### src/logic/iet_params.svh
// timing constants for the instruction execution cycle model
`ifndef IET_PARAMS_SVH
`define IET_PARAMS_SVH
`define IET_CLK_PERIOD_NS   8
`define IET_BUS_CLKS        4'h2
`define IET_LONG_EXTRA      8'h02
`define IET_SHIFT_MIN       8'h06
`define IET_ROXR_MAX        6'h3F
`define IET_ROXI_MAX        6'h08
`define IET_BR_TAKEN        8'h08
`define IET_BR_TAKEN_TAIL   8'hFE
`define IET_BR_B_UNTAKEN    8'h04
`define IET_BR_W_UNTAKEN    8'h04
`define IET_BR_L_UNTAKEN    8'h06
`define IET_DB_TRUE         8'h04
`define IET_DB_EXPIRE       8'h06
`define IET_DB_BACK         8'h0A
`define IET_LDB_TRUE        8'h06
`define IET_LDB_EXPIRE      8'h08
`define IET_LDB_BACK        8'h06
`endif

### src/logic/iet_pkg.sv
// types for the instruction execution cycle model
`default_nettype none
package iet_pkg;
	typedef enum logic [4:0] {
		IET_CLEAR, IET_NEGATE, IET_NEGATE_WITH_EXTEND_OP, IET_COMPLEMENT, IET_SIGN_EXTEND,
		IET_DECIMAL_NEGATE, IET_COND_SET, IET_TEST_AND_SET, IET_OPERAND_TEST,
		IET_LOGICAL_SHIFT, IET_ARITH_SHIFT, IET_PLAIN_ROTATE, IET_ROTATE_X,
		IET_BIT_CHANGE, IET_BIT_CLEAR, IET_BIT_SET, IET_BIT_TEST,
		IET_BRANCH, IET_DEC_BRANCH
	} iet_op_t;
	typedef enum logic [1:0] {IET_SZ_BYTE, IET_SZ_WORD, IET_SZ_LONG} iet_size_t;
	typedef enum logic [1:0] {IET_IDLE, IET_RUN, IET_WAIT_BUS} iet_state_t;
endpackage : iet_pkg
`default_nettype wire

### src/logic/iet_bus_if.sv
// bus-stretch counting link between the timing model and its bus monitor
`timescale 1ns/1ps
`default_nettype none
interface iet_bus_if;
	logic       cycle_done;
	logic [3:0] cycle_clks;
	logic [7:0] stretch_total;
	logic       clear;
	modport mon (input cycle_done, input cycle_clks, input clear, output stretch_total);
	modport core (output cycle_done, output cycle_clks, output clear, input stretch_total);
endinterface : iet_bus_if
`default_nettype wire

### src/logic/iet_bus_stretch.sv
// accumulates clocks that bus cycles take beyond the two-clock assumption
`timescale 1ns/1ps
`default_nettype none
`include "iet_params.svh"
module iet_bus_stretch (
	input  wire logic clk_in,
	input  wire logic resetn_in,
	iet_bus_if.mon    bus
);
	logic [7:0] acc_q;
	logic [7:0] extra_w;
	assign extra_w = (bus.cycle_clks > `IET_BUS_CLKS) ?
		{4'h0, 4'(bus.cycle_clks - `IET_BUS_CLKS)} : 8'h00;
	always_ff @(posedge clk_in or negedge resetn_in) begin
		if (!resetn_in) acc_q <= 8'h00;
		else if (bus.clear) acc_q <= 8'h00;
		else if (bus.cycle_done) acc_q <= 8'(acc_q + extra_w);
	end
	assign bus.stretch_total = acc_q;
endmodule : iet_bus_stretch
`default_nettype wire

### src/logic/iet_exec_timing.sv
// cycle-count model for single-operand, shift, bit and branch instructions
`timescale 1ns/1ps
`default_nettype none
`include "iet_params.svh"
// Overview of operation
// - totals assume two-clock bus cycles; slower cycles ending after the start edge and before the finishing edge add their extra clocks.
// - memory clear, negate, negate-extend or complement use one bus cycle for byte or word and two for long; bit test, extend and test use none, others one.
// - a long memory clear, negate, negate-extend or complement adds two clocks to both tail and total.
// - each total includes the reads, prefetches and writes reported beside it.
// - shift time ignores the count except for the formula-timed forms.
// - register-count shifts and plain rotates use the stepped formula with minimum 6.
// - register-count rotate-through-extend takes max(6, 3+n+(n even)).
// - immediate rotate-through-extend takes max(6, 2+n+(n odd)).
// - immediate shifts on a register take 6(0/1/0); memory shifts take 6(0/1/1).
// - clear, negate, negate-extend, complement, extend and test on a register take 2(0/1/0).
// - negate, negate-extend and complement on memory take 5(0/1/x); clear takes 4(0/1/x).
// - bit change/clear/set take 6 or 8 with a write; bit test takes 4 without write.
// - taken branch 8(0/2/0) tail -2; untaken byte, word, long 4, 4, 6.
// - outside loop mode decrement-branch takes 4 true, 6 expired, 10 back.
module iet_exec_timing (
	input  wire logic               clk_in,
	input  wire logic               resetn_in,
	input  wire logic               start_in,
	input  wire iet_pkg::iet_op_t   op_in,
	input  wire iet_pkg::iet_size_t size_in,
	input  wire logic               mem_operand_in,
	input  wire logic               count_in_reg_in,
	input  wire logic [5:0]         shift_count_in,
	input  wire logic               branch_taken_in,
	input  wire logic [1:0]         branch_size_in,
	input  wire logic               cond_true_in,
	input  wire logic               counter_expired_in,
	input  wire logic               loop_mode_in,
	input  wire logic               bus_cycle_done_in,
	input  wire logic [3:0]         bus_cycle_clks_in,
	output logic                    busy_out,
	output logic                    done_out,
	output logic [7:0]              total_out,
	output logic [7:0]              head_out,
	output logic [7:0]              tail_out,
	output logic [3:0]              reads_out,
	output logic [3:0]              prefetch_out,
	output logic [3:0]              writes_out
);
	iet_bus_if bus ();
	iet_bus_stretch u_stretch (.clk_in(clk_in), .resetn_in(resetn_in), .bus(bus));

	function automatic logic [7:0] max6(input logic [7:0] v);
		max6 = (v > `IET_SHIFT_MIN) ? v : `IET_SHIFT_MIN;
	endfunction : max6

	logic [7:0] n_w, q_w, r_w, f_std_w, f_roxr_w, f_roxi_w;
	assign n_w = {2'h0, shift_count_in};
	assign q_w = {4'h0, n_w[5:2]};
	assign r_w = {6'h00, n_w[1:0]};
	assign f_std_w  = max6(8'(8'h03 + q_w + r_w + {7'h00, ~(q_w[0] ^ r_w[0])}));
	assign f_roxr_w = max6(8'(8'h03 + n_w + {7'h00, ~n_w[0]}));
	assign f_roxi_w = max6(8'(8'h02 + n_w + {7'h00, n_w[0]}));

	logic       long_mem_w;
	logic [3:0] xw_w;
	assign long_mem_w = mem_operand_in && (size_in == iet_pkg::IET_SZ_LONG);
	assign xw_w = long_mem_w ? 4'h2 : 4'h1;

	logic [7:0] t_d, h_d, tl_d;
	logic [3:0] p_d, w_d;
	always_comb begin
		t_d = 8'h02;
		h_d = 8'h00;
		tl_d = 8'h00;
		p_d = 4'h1;
		w_d = 4'h0;
		unique case (op_in)
			iet_pkg::IET_CLEAR: if (mem_operand_in) begin
				t_d = 8'h04; tl_d = 8'h02; w_d = xw_w;
			end
			iet_pkg::IET_NEGATE, iet_pkg::IET_NEGATE_WITH_EXTEND_OP, iet_pkg::IET_COMPLEMENT:
				if (mem_operand_in) begin
					t_d = 8'h05; tl_d = 8'h03; w_d = xw_w;
				end
			iet_pkg::IET_SIGN_EXTEND, iet_pkg::IET_OPERAND_TEST: t_d = 8'h02;
			iet_pkg::IET_DECIMAL_NEGATE: if (mem_operand_in) begin
				t_d = 8'h06; tl_d = 8'h02; w_d = 4'h1;
			end else begin
				t_d = 8'h04; h_d = 8'h02;
			end
			iet_pkg::IET_COND_SET: if (mem_operand_in) begin
				t_d = 8'h06; h_d = 8'h02; tl_d = 8'h02; w_d = 4'h1;
			end else begin
				t_d = 8'h04; h_d = 8'h02;
			end
			iet_pkg::IET_TEST_AND_SET: if (mem_operand_in) begin
				t_d = 8'h0A; h_d = 8'h01; w_d = 4'h1;
			end else begin
				t_d = 8'h06; h_d = 8'h04;
			end
			iet_pkg::IET_LOGICAL_SHIFT, iet_pkg::IET_ARITH_SHIFT,
			iet_pkg::IET_PLAIN_ROTATE, iet_pkg::IET_ROTATE_X: begin
				if (mem_operand_in) begin
					t_d = `IET_SHIFT_MIN; tl_d = 8'h02; w_d = 4'h1;
				end else if (op_in == iet_pkg::IET_ROTATE_X) begin
					t_d = count_in_reg_in ? f_roxr_w : f_roxi_w;
					h_d = `IET_BR_TAKEN_TAIL;
				end else if (count_in_reg_in) begin
					t_d = f_std_w; h_d = `IET_BR_TAKEN_TAIL;
				end else begin
					t_d = `IET_SHIFT_MIN; h_d = 8'h04;
				end
			end
			iet_pkg::IET_BIT_CHANGE, iet_pkg::IET_BIT_CLEAR, iet_pkg::IET_BIT_SET: begin
				p_d = count_in_reg_in ? 4'h1 : 4'h2;
				if (mem_operand_in) begin
					t_d = 8'h08; tl_d = 8'h02; w_d = 4'h1;
					h_d = count_in_reg_in ? 8'h02 : 8'h01;
				end else begin
					t_d = 8'h06; h_d = count_in_reg_in ? 8'h04 : 8'h02;
				end
			end
			iet_pkg::IET_BIT_TEST: begin
				t_d = 8'h04; p_d = count_in_reg_in ? 4'h1 : 4'h2;
				h_d = (mem_operand_in && !count_in_reg_in) ? 8'h01 : 8'h02;
			end
			iet_pkg::IET_BRANCH: if (branch_taken_in) begin
				t_d = `IET_BR_TAKEN; p_d = 4'h2; h_d = 8'h02; tl_d = `IET_BR_TAKEN_TAIL;
			end else begin
				unique case (branch_size_in)
					2'h0: begin t_d = `IET_BR_B_UNTAKEN; h_d = 8'h02; end
					2'h1: begin t_d = `IET_BR_W_UNTAKEN; p_d = 4'h2; end
					default: begin t_d = `IET_BR_L_UNTAKEN; p_d = 4'h3; end
				endcase
			end
			iet_pkg::IET_DEC_BRANCH: if (loop_mode_in) begin
				if (cond_true_in) begin
					t_d = `IET_LDB_TRUE; h_d = 8'h04;
				end else if (counter_expired_in) begin
					t_d = `IET_LDB_EXPIRE; h_d = 8'h06;
				end else begin
					t_d = `IET_LDB_BACK; h_d = 8'h06; p_d = 4'h0;
				end
			end else begin
				p_d = 4'h2;
				if (cond_true_in) begin
					t_d = `IET_DB_TRUE; h_d = 8'h01; tl_d = 8'h01;
				end else if (counter_expired_in) begin
					t_d = `IET_DB_EXPIRE; h_d = 8'h02;
				end else begin
					t_d = `IET_DB_BACK; h_d = 8'h06; tl_d = `IET_BR_TAKEN_TAIL;
				end
			end
			default: t_d = 8'h02;
		endcase
		if (long_mem_w && (w_d == 4'h2)) begin
			t_d = 8'(t_d + `IET_LONG_EXTRA);
			tl_d = 8'(tl_d + `IET_LONG_EXTRA);
		end
	end

	iet_pkg::iet_state_t st_q;
	logic [7:0] base_q, cnt_q, tl_q, h_q;
	logic [3:0] p_q, w_q;
	logic       done_q;
	logic [7:0] final_w;
	assign final_w = 8'(base_q + bus.stretch_total);
	// a cycle ending on the finishing edge is left out: the result is latched there
	assign bus.cycle_done = bus_cycle_done_in && (st_q != iet_pkg::IET_IDLE)
		&& (cnt_q < final_w);
	assign bus.cycle_clks = bus_cycle_clks_in;
	assign bus.clear = start_in && (st_q == iet_pkg::IET_IDLE);

	always_ff @(posedge clk_in or negedge resetn_in) begin
		if (!resetn_in) begin
			st_q <= iet_pkg::IET_IDLE;
			base_q <= 8'h00; cnt_q <= 8'h00; tl_q <= 8'h00; h_q <= 8'h00;
			p_q <= 4'h0; w_q <= 4'h0; done_q <= 1'b0;
			total_out <= 8'h00; head_out <= 8'h00; tail_out <= 8'h00;
			reads_out <= 4'h0; prefetch_out <= 4'h0; writes_out <= 4'h0;
		end else begin
			done_q <= 1'b0;
			unique case (st_q)
				iet_pkg::IET_IDLE: if (start_in) begin
					base_q <= t_d; h_q <= h_d; tl_q <= tl_d; p_q <= p_d; w_q <= w_d;
					cnt_q <= 8'h01;
					st_q <= iet_pkg::IET_RUN;
				end
				iet_pkg::IET_RUN, iet_pkg::IET_WAIT_BUS: begin
					if (cnt_q < final_w) cnt_q <= 8'(cnt_q + 8'h01);
					else begin
						st_q <= iet_pkg::IET_IDLE;
						done_q <= 1'b1;
						total_out <= final_w;
						head_out <= h_q;
						tail_out <= 8'(tl_q + bus.stretch_total);
						reads_out <= 4'h0;
						prefetch_out <= p_q;
						writes_out <= w_q;
					end
				end
				default: st_q <= iet_pkg::IET_IDLE;
			endcase
		end
	end
	assign busy_out = (st_q != iet_pkg::IET_IDLE);
	assign done_out = done_q;

	AST_DONE_TOTAL: assert property (@(posedge clk_in) disable iff (!resetn_in)
		$rose(done_q) |-> total_out == final_w)
		else $error("total differs from counted clocks");
	AST_SHIFT_MIN: assert property (@(posedge clk_in) disable iff (!resetn_in)
		(n_w < 8'h03) |-> (f_std_w == `IET_SHIFT_MIN && f_roxr_w == `IET_SHIFT_MIN
		 && f_roxi_w == `IET_SHIFT_MIN))
		else $error("shift time below minimum");
	AST_ROXR: assert property (@(posedge clk_in) disable iff (!resetn_in)
		(n_w == 8'h3F) |-> f_roxr_w == 8'h42)
		else $error("register rotate-extend time wrong");
	AST_ROXI: assert property (@(posedge clk_in) disable iff (!resetn_in)
		(n_w == 8'h07) |-> f_roxi_w == 8'h0A)
		else $error("immediate rotate-extend time wrong");
	AST_STD7: assert property (@(posedge clk_in) disable iff (!resetn_in)
		(n_w == 8'h07) |-> f_std_w == 8'h08)
		else $error("stepped shift time wrong");
	AST_LONG: assert property (@(posedge clk_in) disable iff (!resetn_in)
		(op_in == iet_pkg::IET_NEGATE && long_mem_w) |-> t_d == 8'h07)
		else $error("long operand extra clocks missing");
	AST_LOOP_BACK: assert property (@(posedge clk_in) disable iff (!resetn_in)
		(op_in == iet_pkg::IET_DEC_BRANCH && loop_mode_in && !cond_true_in
		 && !counter_expired_in) |-> (t_d == 8'h06 && p_d == 4'h0))
		else $error("loop mode branch back wrong");
	AST_DB_BACK: assert property (@(posedge clk_in) disable iff (!resetn_in)
		(op_in == iet_pkg::IET_DEC_BRANCH && !loop_mode_in && !cond_true_in
		 && !counter_expired_in) |-> t_d == 8'h0A)
		else $error("decrement branch back wrong");
	AST_RUN_LEN: assert property (@(posedge clk_in) disable iff (!resetn_in)
		(start_in && !busy_out && op_in == iet_pkg::IET_OPERAND_TEST && !mem_operand_in
		 && !bus_cycle_done_in) |=> busy_out ##1 busy_out ##1 done_out)
		else $error("two-clock op length wrong");
endmodule : iet_exec_timing
`default_nettype wire

### config.mk
export PLATFORM = sky130hd
export DESIGN_NAME = iet_exec_timing
export DESIGN_NICKNAME = d
export VERILOG_FILES = /design/src/logic/iet_pkg.sv /design/src/logic/iet_bus_if.sv /design/src/logic/iet_bus_stretch.sv /design/src/logic/iet_exec_timing.sv
export VERILOG_INCLUDE_DIRS = /design/src /design/src/logic
export SDC_FILE = /design/constraint.sdc
export NUM_CORES = 1
export LEC_CHECK = 0
export BUFFER_PORTS_ARGS = -buffer_cell sky130_fd_sc_hd__buf_2
export CAP_MARGIN = 20
export CORE_ASPECT_RATIO = 1.1
export CORE_MARGIN = 10
export CORE_UTILIZATION = 55
export DETAILED_ROUTE_END_ITERATION = 10
export GPL_ROUTABILITY_DRIVEN = 0
export PLACE_DENSITY = 0.78
export SLEW_MARGIN = 25
export SYNTH_ARGS = -nofsm -noshare
export SYNTH_HDL_FRONTEND = slang
export SYNTH_SLANG_ARGS = --single-unit
### constraint.sdc
create_clock -name clk_in -period 10.3 [get_ports clk_in]
set_clock_uncertainty 0.1 [all_clocks]
set_input_delay 1.03 -clock clk_in [delete_from_list [all_inputs] [get_ports clk_in]]
set_output_delay 1.03 -clock clk_in [all_outputs]
set_load 0.005 [all_outputs]
==> key figures <==
GRT
  • Initial antenna violation count: 0
  • Largest net degree at the start of global routing: 63
  • Global-route wire length before repair: 18800 um
  • Total grt overflow: 0
  • Global Route met3 Usage: 0.0326
  • Most Used Layer, Global Route: met2
  • Vias in the first global route: 4020
  • M2 GR Usage: 0.281
  • Met1 usage: 0.220
  • GRT Total Usage: 0.172

Hold path
  • Hold Crit Depth: 2
  • Hold crit path type: reg2reg
  • Hold endpoint: w_q[1]
  • Min-delay src: w_q[1]

Setup path
  • Crit. End Element: flip-flop
  • Type of origin of the critical path: flip-flop
  • Crit path launch: u_stretch.bus.stretch_total[0]
  • Cells along the critical path: ha_1 > fa_1 > a21o_1 > a21oi_1 > o21bai_1 > a21oi_1 > xor2_1 > ha_1 > nand4_1 > o31ai_4 > buf_4 > mux2_2
  • Max stage delay on crit path: 440 ps
  • R2R depth: 12
  • Worst endpoint required time: 10440 ps
  • Reg-to-reg slack, setup: 6310 ps
  • Slowest cell on the critical path: dfrtp_1
  • Worst r2r src: u_stretch.bus.stretch_total[0]
  • Setup CP Type: reg2reg
  • Critical path fanouts, max: 25
  • CP arrival: 4130 ps
  • Reg2reg end: prefetch_out[0]

Logic synthesis
  • Synth Flop Type: dfrtp_1
  • Synth Cell Area: 4820 um^2
  • Mapped Cells: 533
  • EDFF count, synth: 0
  • Avg Inst Size Synth: 9.05 um^2
  • Unique cell type count in the Yosys netlist: 68
  • Number of synthesized register bits: 62
  • Ys async rst share: 1.00
  • Sequential share of the synthesized area: 0.322
  • Yosys warning count: 0

CTS
  • Clock Sinks: 62
  • Post-CTS setup repair buffer count: 0
  • CTS Buf Count: 9
  • Skew-Pair Late Insertion Delay: 350 ps
  • H-tree depth: 3
  • Post-CTS Hold Buffers: 0
  • Post_cts resized: 0
  • Clock-pin transition on the worst setup and hold timing paths: 80 ps
  • CTS tree: built
  • Clk buf depth: 2
  • Root buffer cell: clkbuf_8

Pwr
  • PwrDens: 232 nW/um^2
  • Leak: 0.00265 uW
  • PnR Total Power: 1230 uW
  • Peak VDD IR: 100 uV

Timing
  • Final Hold Fails: 0
  • Fmax: 251 MHz
  • Setup tns final: 0 ps
  • Slew Limit Headroom: 0.485
  • Minimum clock period: 3990 ps
  • Final Cycle Share: 0.387
  • Worst-margin pin slew: 773 ps
  • Slew Viols, Final: 0
  • RSZ-0062 raised after global routing: no
  • Final setup viols: 0

Route
  • DRT iter0 DRCs: 221
  • DR DRC count: 0
  • Total wire length: 11000 um
  • Routed length per placed instance: 15.9 um
  • Pre-antenna DRT Iters: 4
  • Final antenna-violating net count: 0
  • Vias per inst: 5.75
  • Vias: 4004

Cells and area
  • Highest-count cells in the layout ignoring fill and taps: dfrtp_1 (62), buf_2 (58), nand2_1 (52)
  • Layout cells sized above 1: 0.179
  • Diode count: 0
  • Nets: 652
  • Most common cell after layout, fill and taps aside: dfrtp_1
  • Area Growth Syn to Fin: 10.3%

Placement
  • DP HPWL: 8540 um
  • Port buffer count: 58

Floorplanning
  • Rows: 35
  • Die X-Extent: 109 um
  • DIE AREA: 12900 um^2
  • Die Y: 118 um
  • I/O Pins: 67
  • Core ar.: 8450 um^2
  • Starting Density: 0.571

Status
  • Run status: finished clean

Flow run
  • Max-cap violations: 0
## routing by layer
metal	vias to the layer above	wire length, um
met5	-	0
met4	0	214
met3	22	654
met2	134	5290
met1	1859	4880
li1	1989	-
## state kept, by name, summed over array words and instances, names as in the netlist
register,flops
prefetch_out,2
h_q,4
p_q,2
w_q,2
writes_out,2
u_stretch.bus.stretch_total,8
total_out,8
tl_q,4
head_out,4
st_q,1
base_q,8
cnt_q,8
done_out,1
tail_out,8
## Yosys cell counts (all sizes together), types with 13 or more instances
| cell | number | area share |
|---|---|---|
| nand2 | 53 | 0.042 |
| mux2 | 20 | 0.056 |
| nand3 | 15 | 0.016 |
| xnor2 | 13 | 0.024 |
| o21ai | 30 | 0.031 |
| mux2i | 23 | 0.048 |
| inv | 29 | 0.023 |
| ha | 39 | 0.10 |
| a21oi | 23 | 0.026 |
| buf | 21 | 0.030 |
| nor2b | 16 | 0.021 |
| dfrtp | 62 | 0.32 |
| nor2 | 43 | 0.033 |
## report_power, final
part           total (uW)  internal, uW  switching (uW)
combinational         639           295             344
clock                 216           114             102
sequential            379           320            59.6
total                1230           729             506
## area by class of cell
class | count | area [um^2]
Fill cell | 702 | 3130
Multi-Input combinational cell | 415 | 2990
Sequential cell | 62 | 1550
Timing Repair Buffer | 62 | 320
Tap cell | 111 | 139
Clock buffer | 9 | 124
Inverter | 30 | 113
Clock inverter | 7 | 81.3
## stage by stage
step	instances	setup WS, ps	util	hold WS [ps]	cell area (um^2)
after floorplan	540	6580	-	343	4850
after global placement	680	6320	0.605	367	5120
after detailed placement	680	6220	0.605	379	5120
after CTS	696	6320	0.630	394	5320
after global routing	696	6090	0.630	399	5320
final	696	6310	0.630	390	5320
## worst max-delay path, delay by kind of cell (launching register included)
| family | cells | cell delay (ps) |
|---|---|---|
| simple gates | 1 | 440 |
| xor+xnor | 1 | 110 |
| compound gates | 5 | 1000 |
| fa+ha+maj | 3 | 960 |
| mux | 1 | 390 |
| buf+inv | 1 | 420 |
| flops | 1 | 440 |
## how the worst max path moves through the flow
stage / end / cells after the start
finish: prefetch_out[0] / 12
global route: head_out[2] / 12
CTS: prefetch_out[0] / 12
detailed placement: base_q[2] / 16
global placement: base_q[2] / 16
floorplan: base_q[2] / 15
## cell families (layout without fill, tap and decap cells)
| logic type | count (synthesis) | in the layout | synth area share |
|---|---|---|---|
| AND/OR/NAND/NOR | 172 | 172 | 0.172 |
| AO/OA/AOI/OAI | 125 | 125 | 0.177 |
| buffers and inverters | 63 | 108 | 0.0633 |
| flip-flops | 62 | 62 | 0.322 |
| adder cells (fa/ha/maj) | 43 | 43 | 0.118 |
| multiplexers | 43 | 43 | 0.104 |
| XOR/XNOR | 24 | 24 | 0.0436 |
| other | 1 | 8 | 0.000777 |
(Power assumes the default switching activity.)
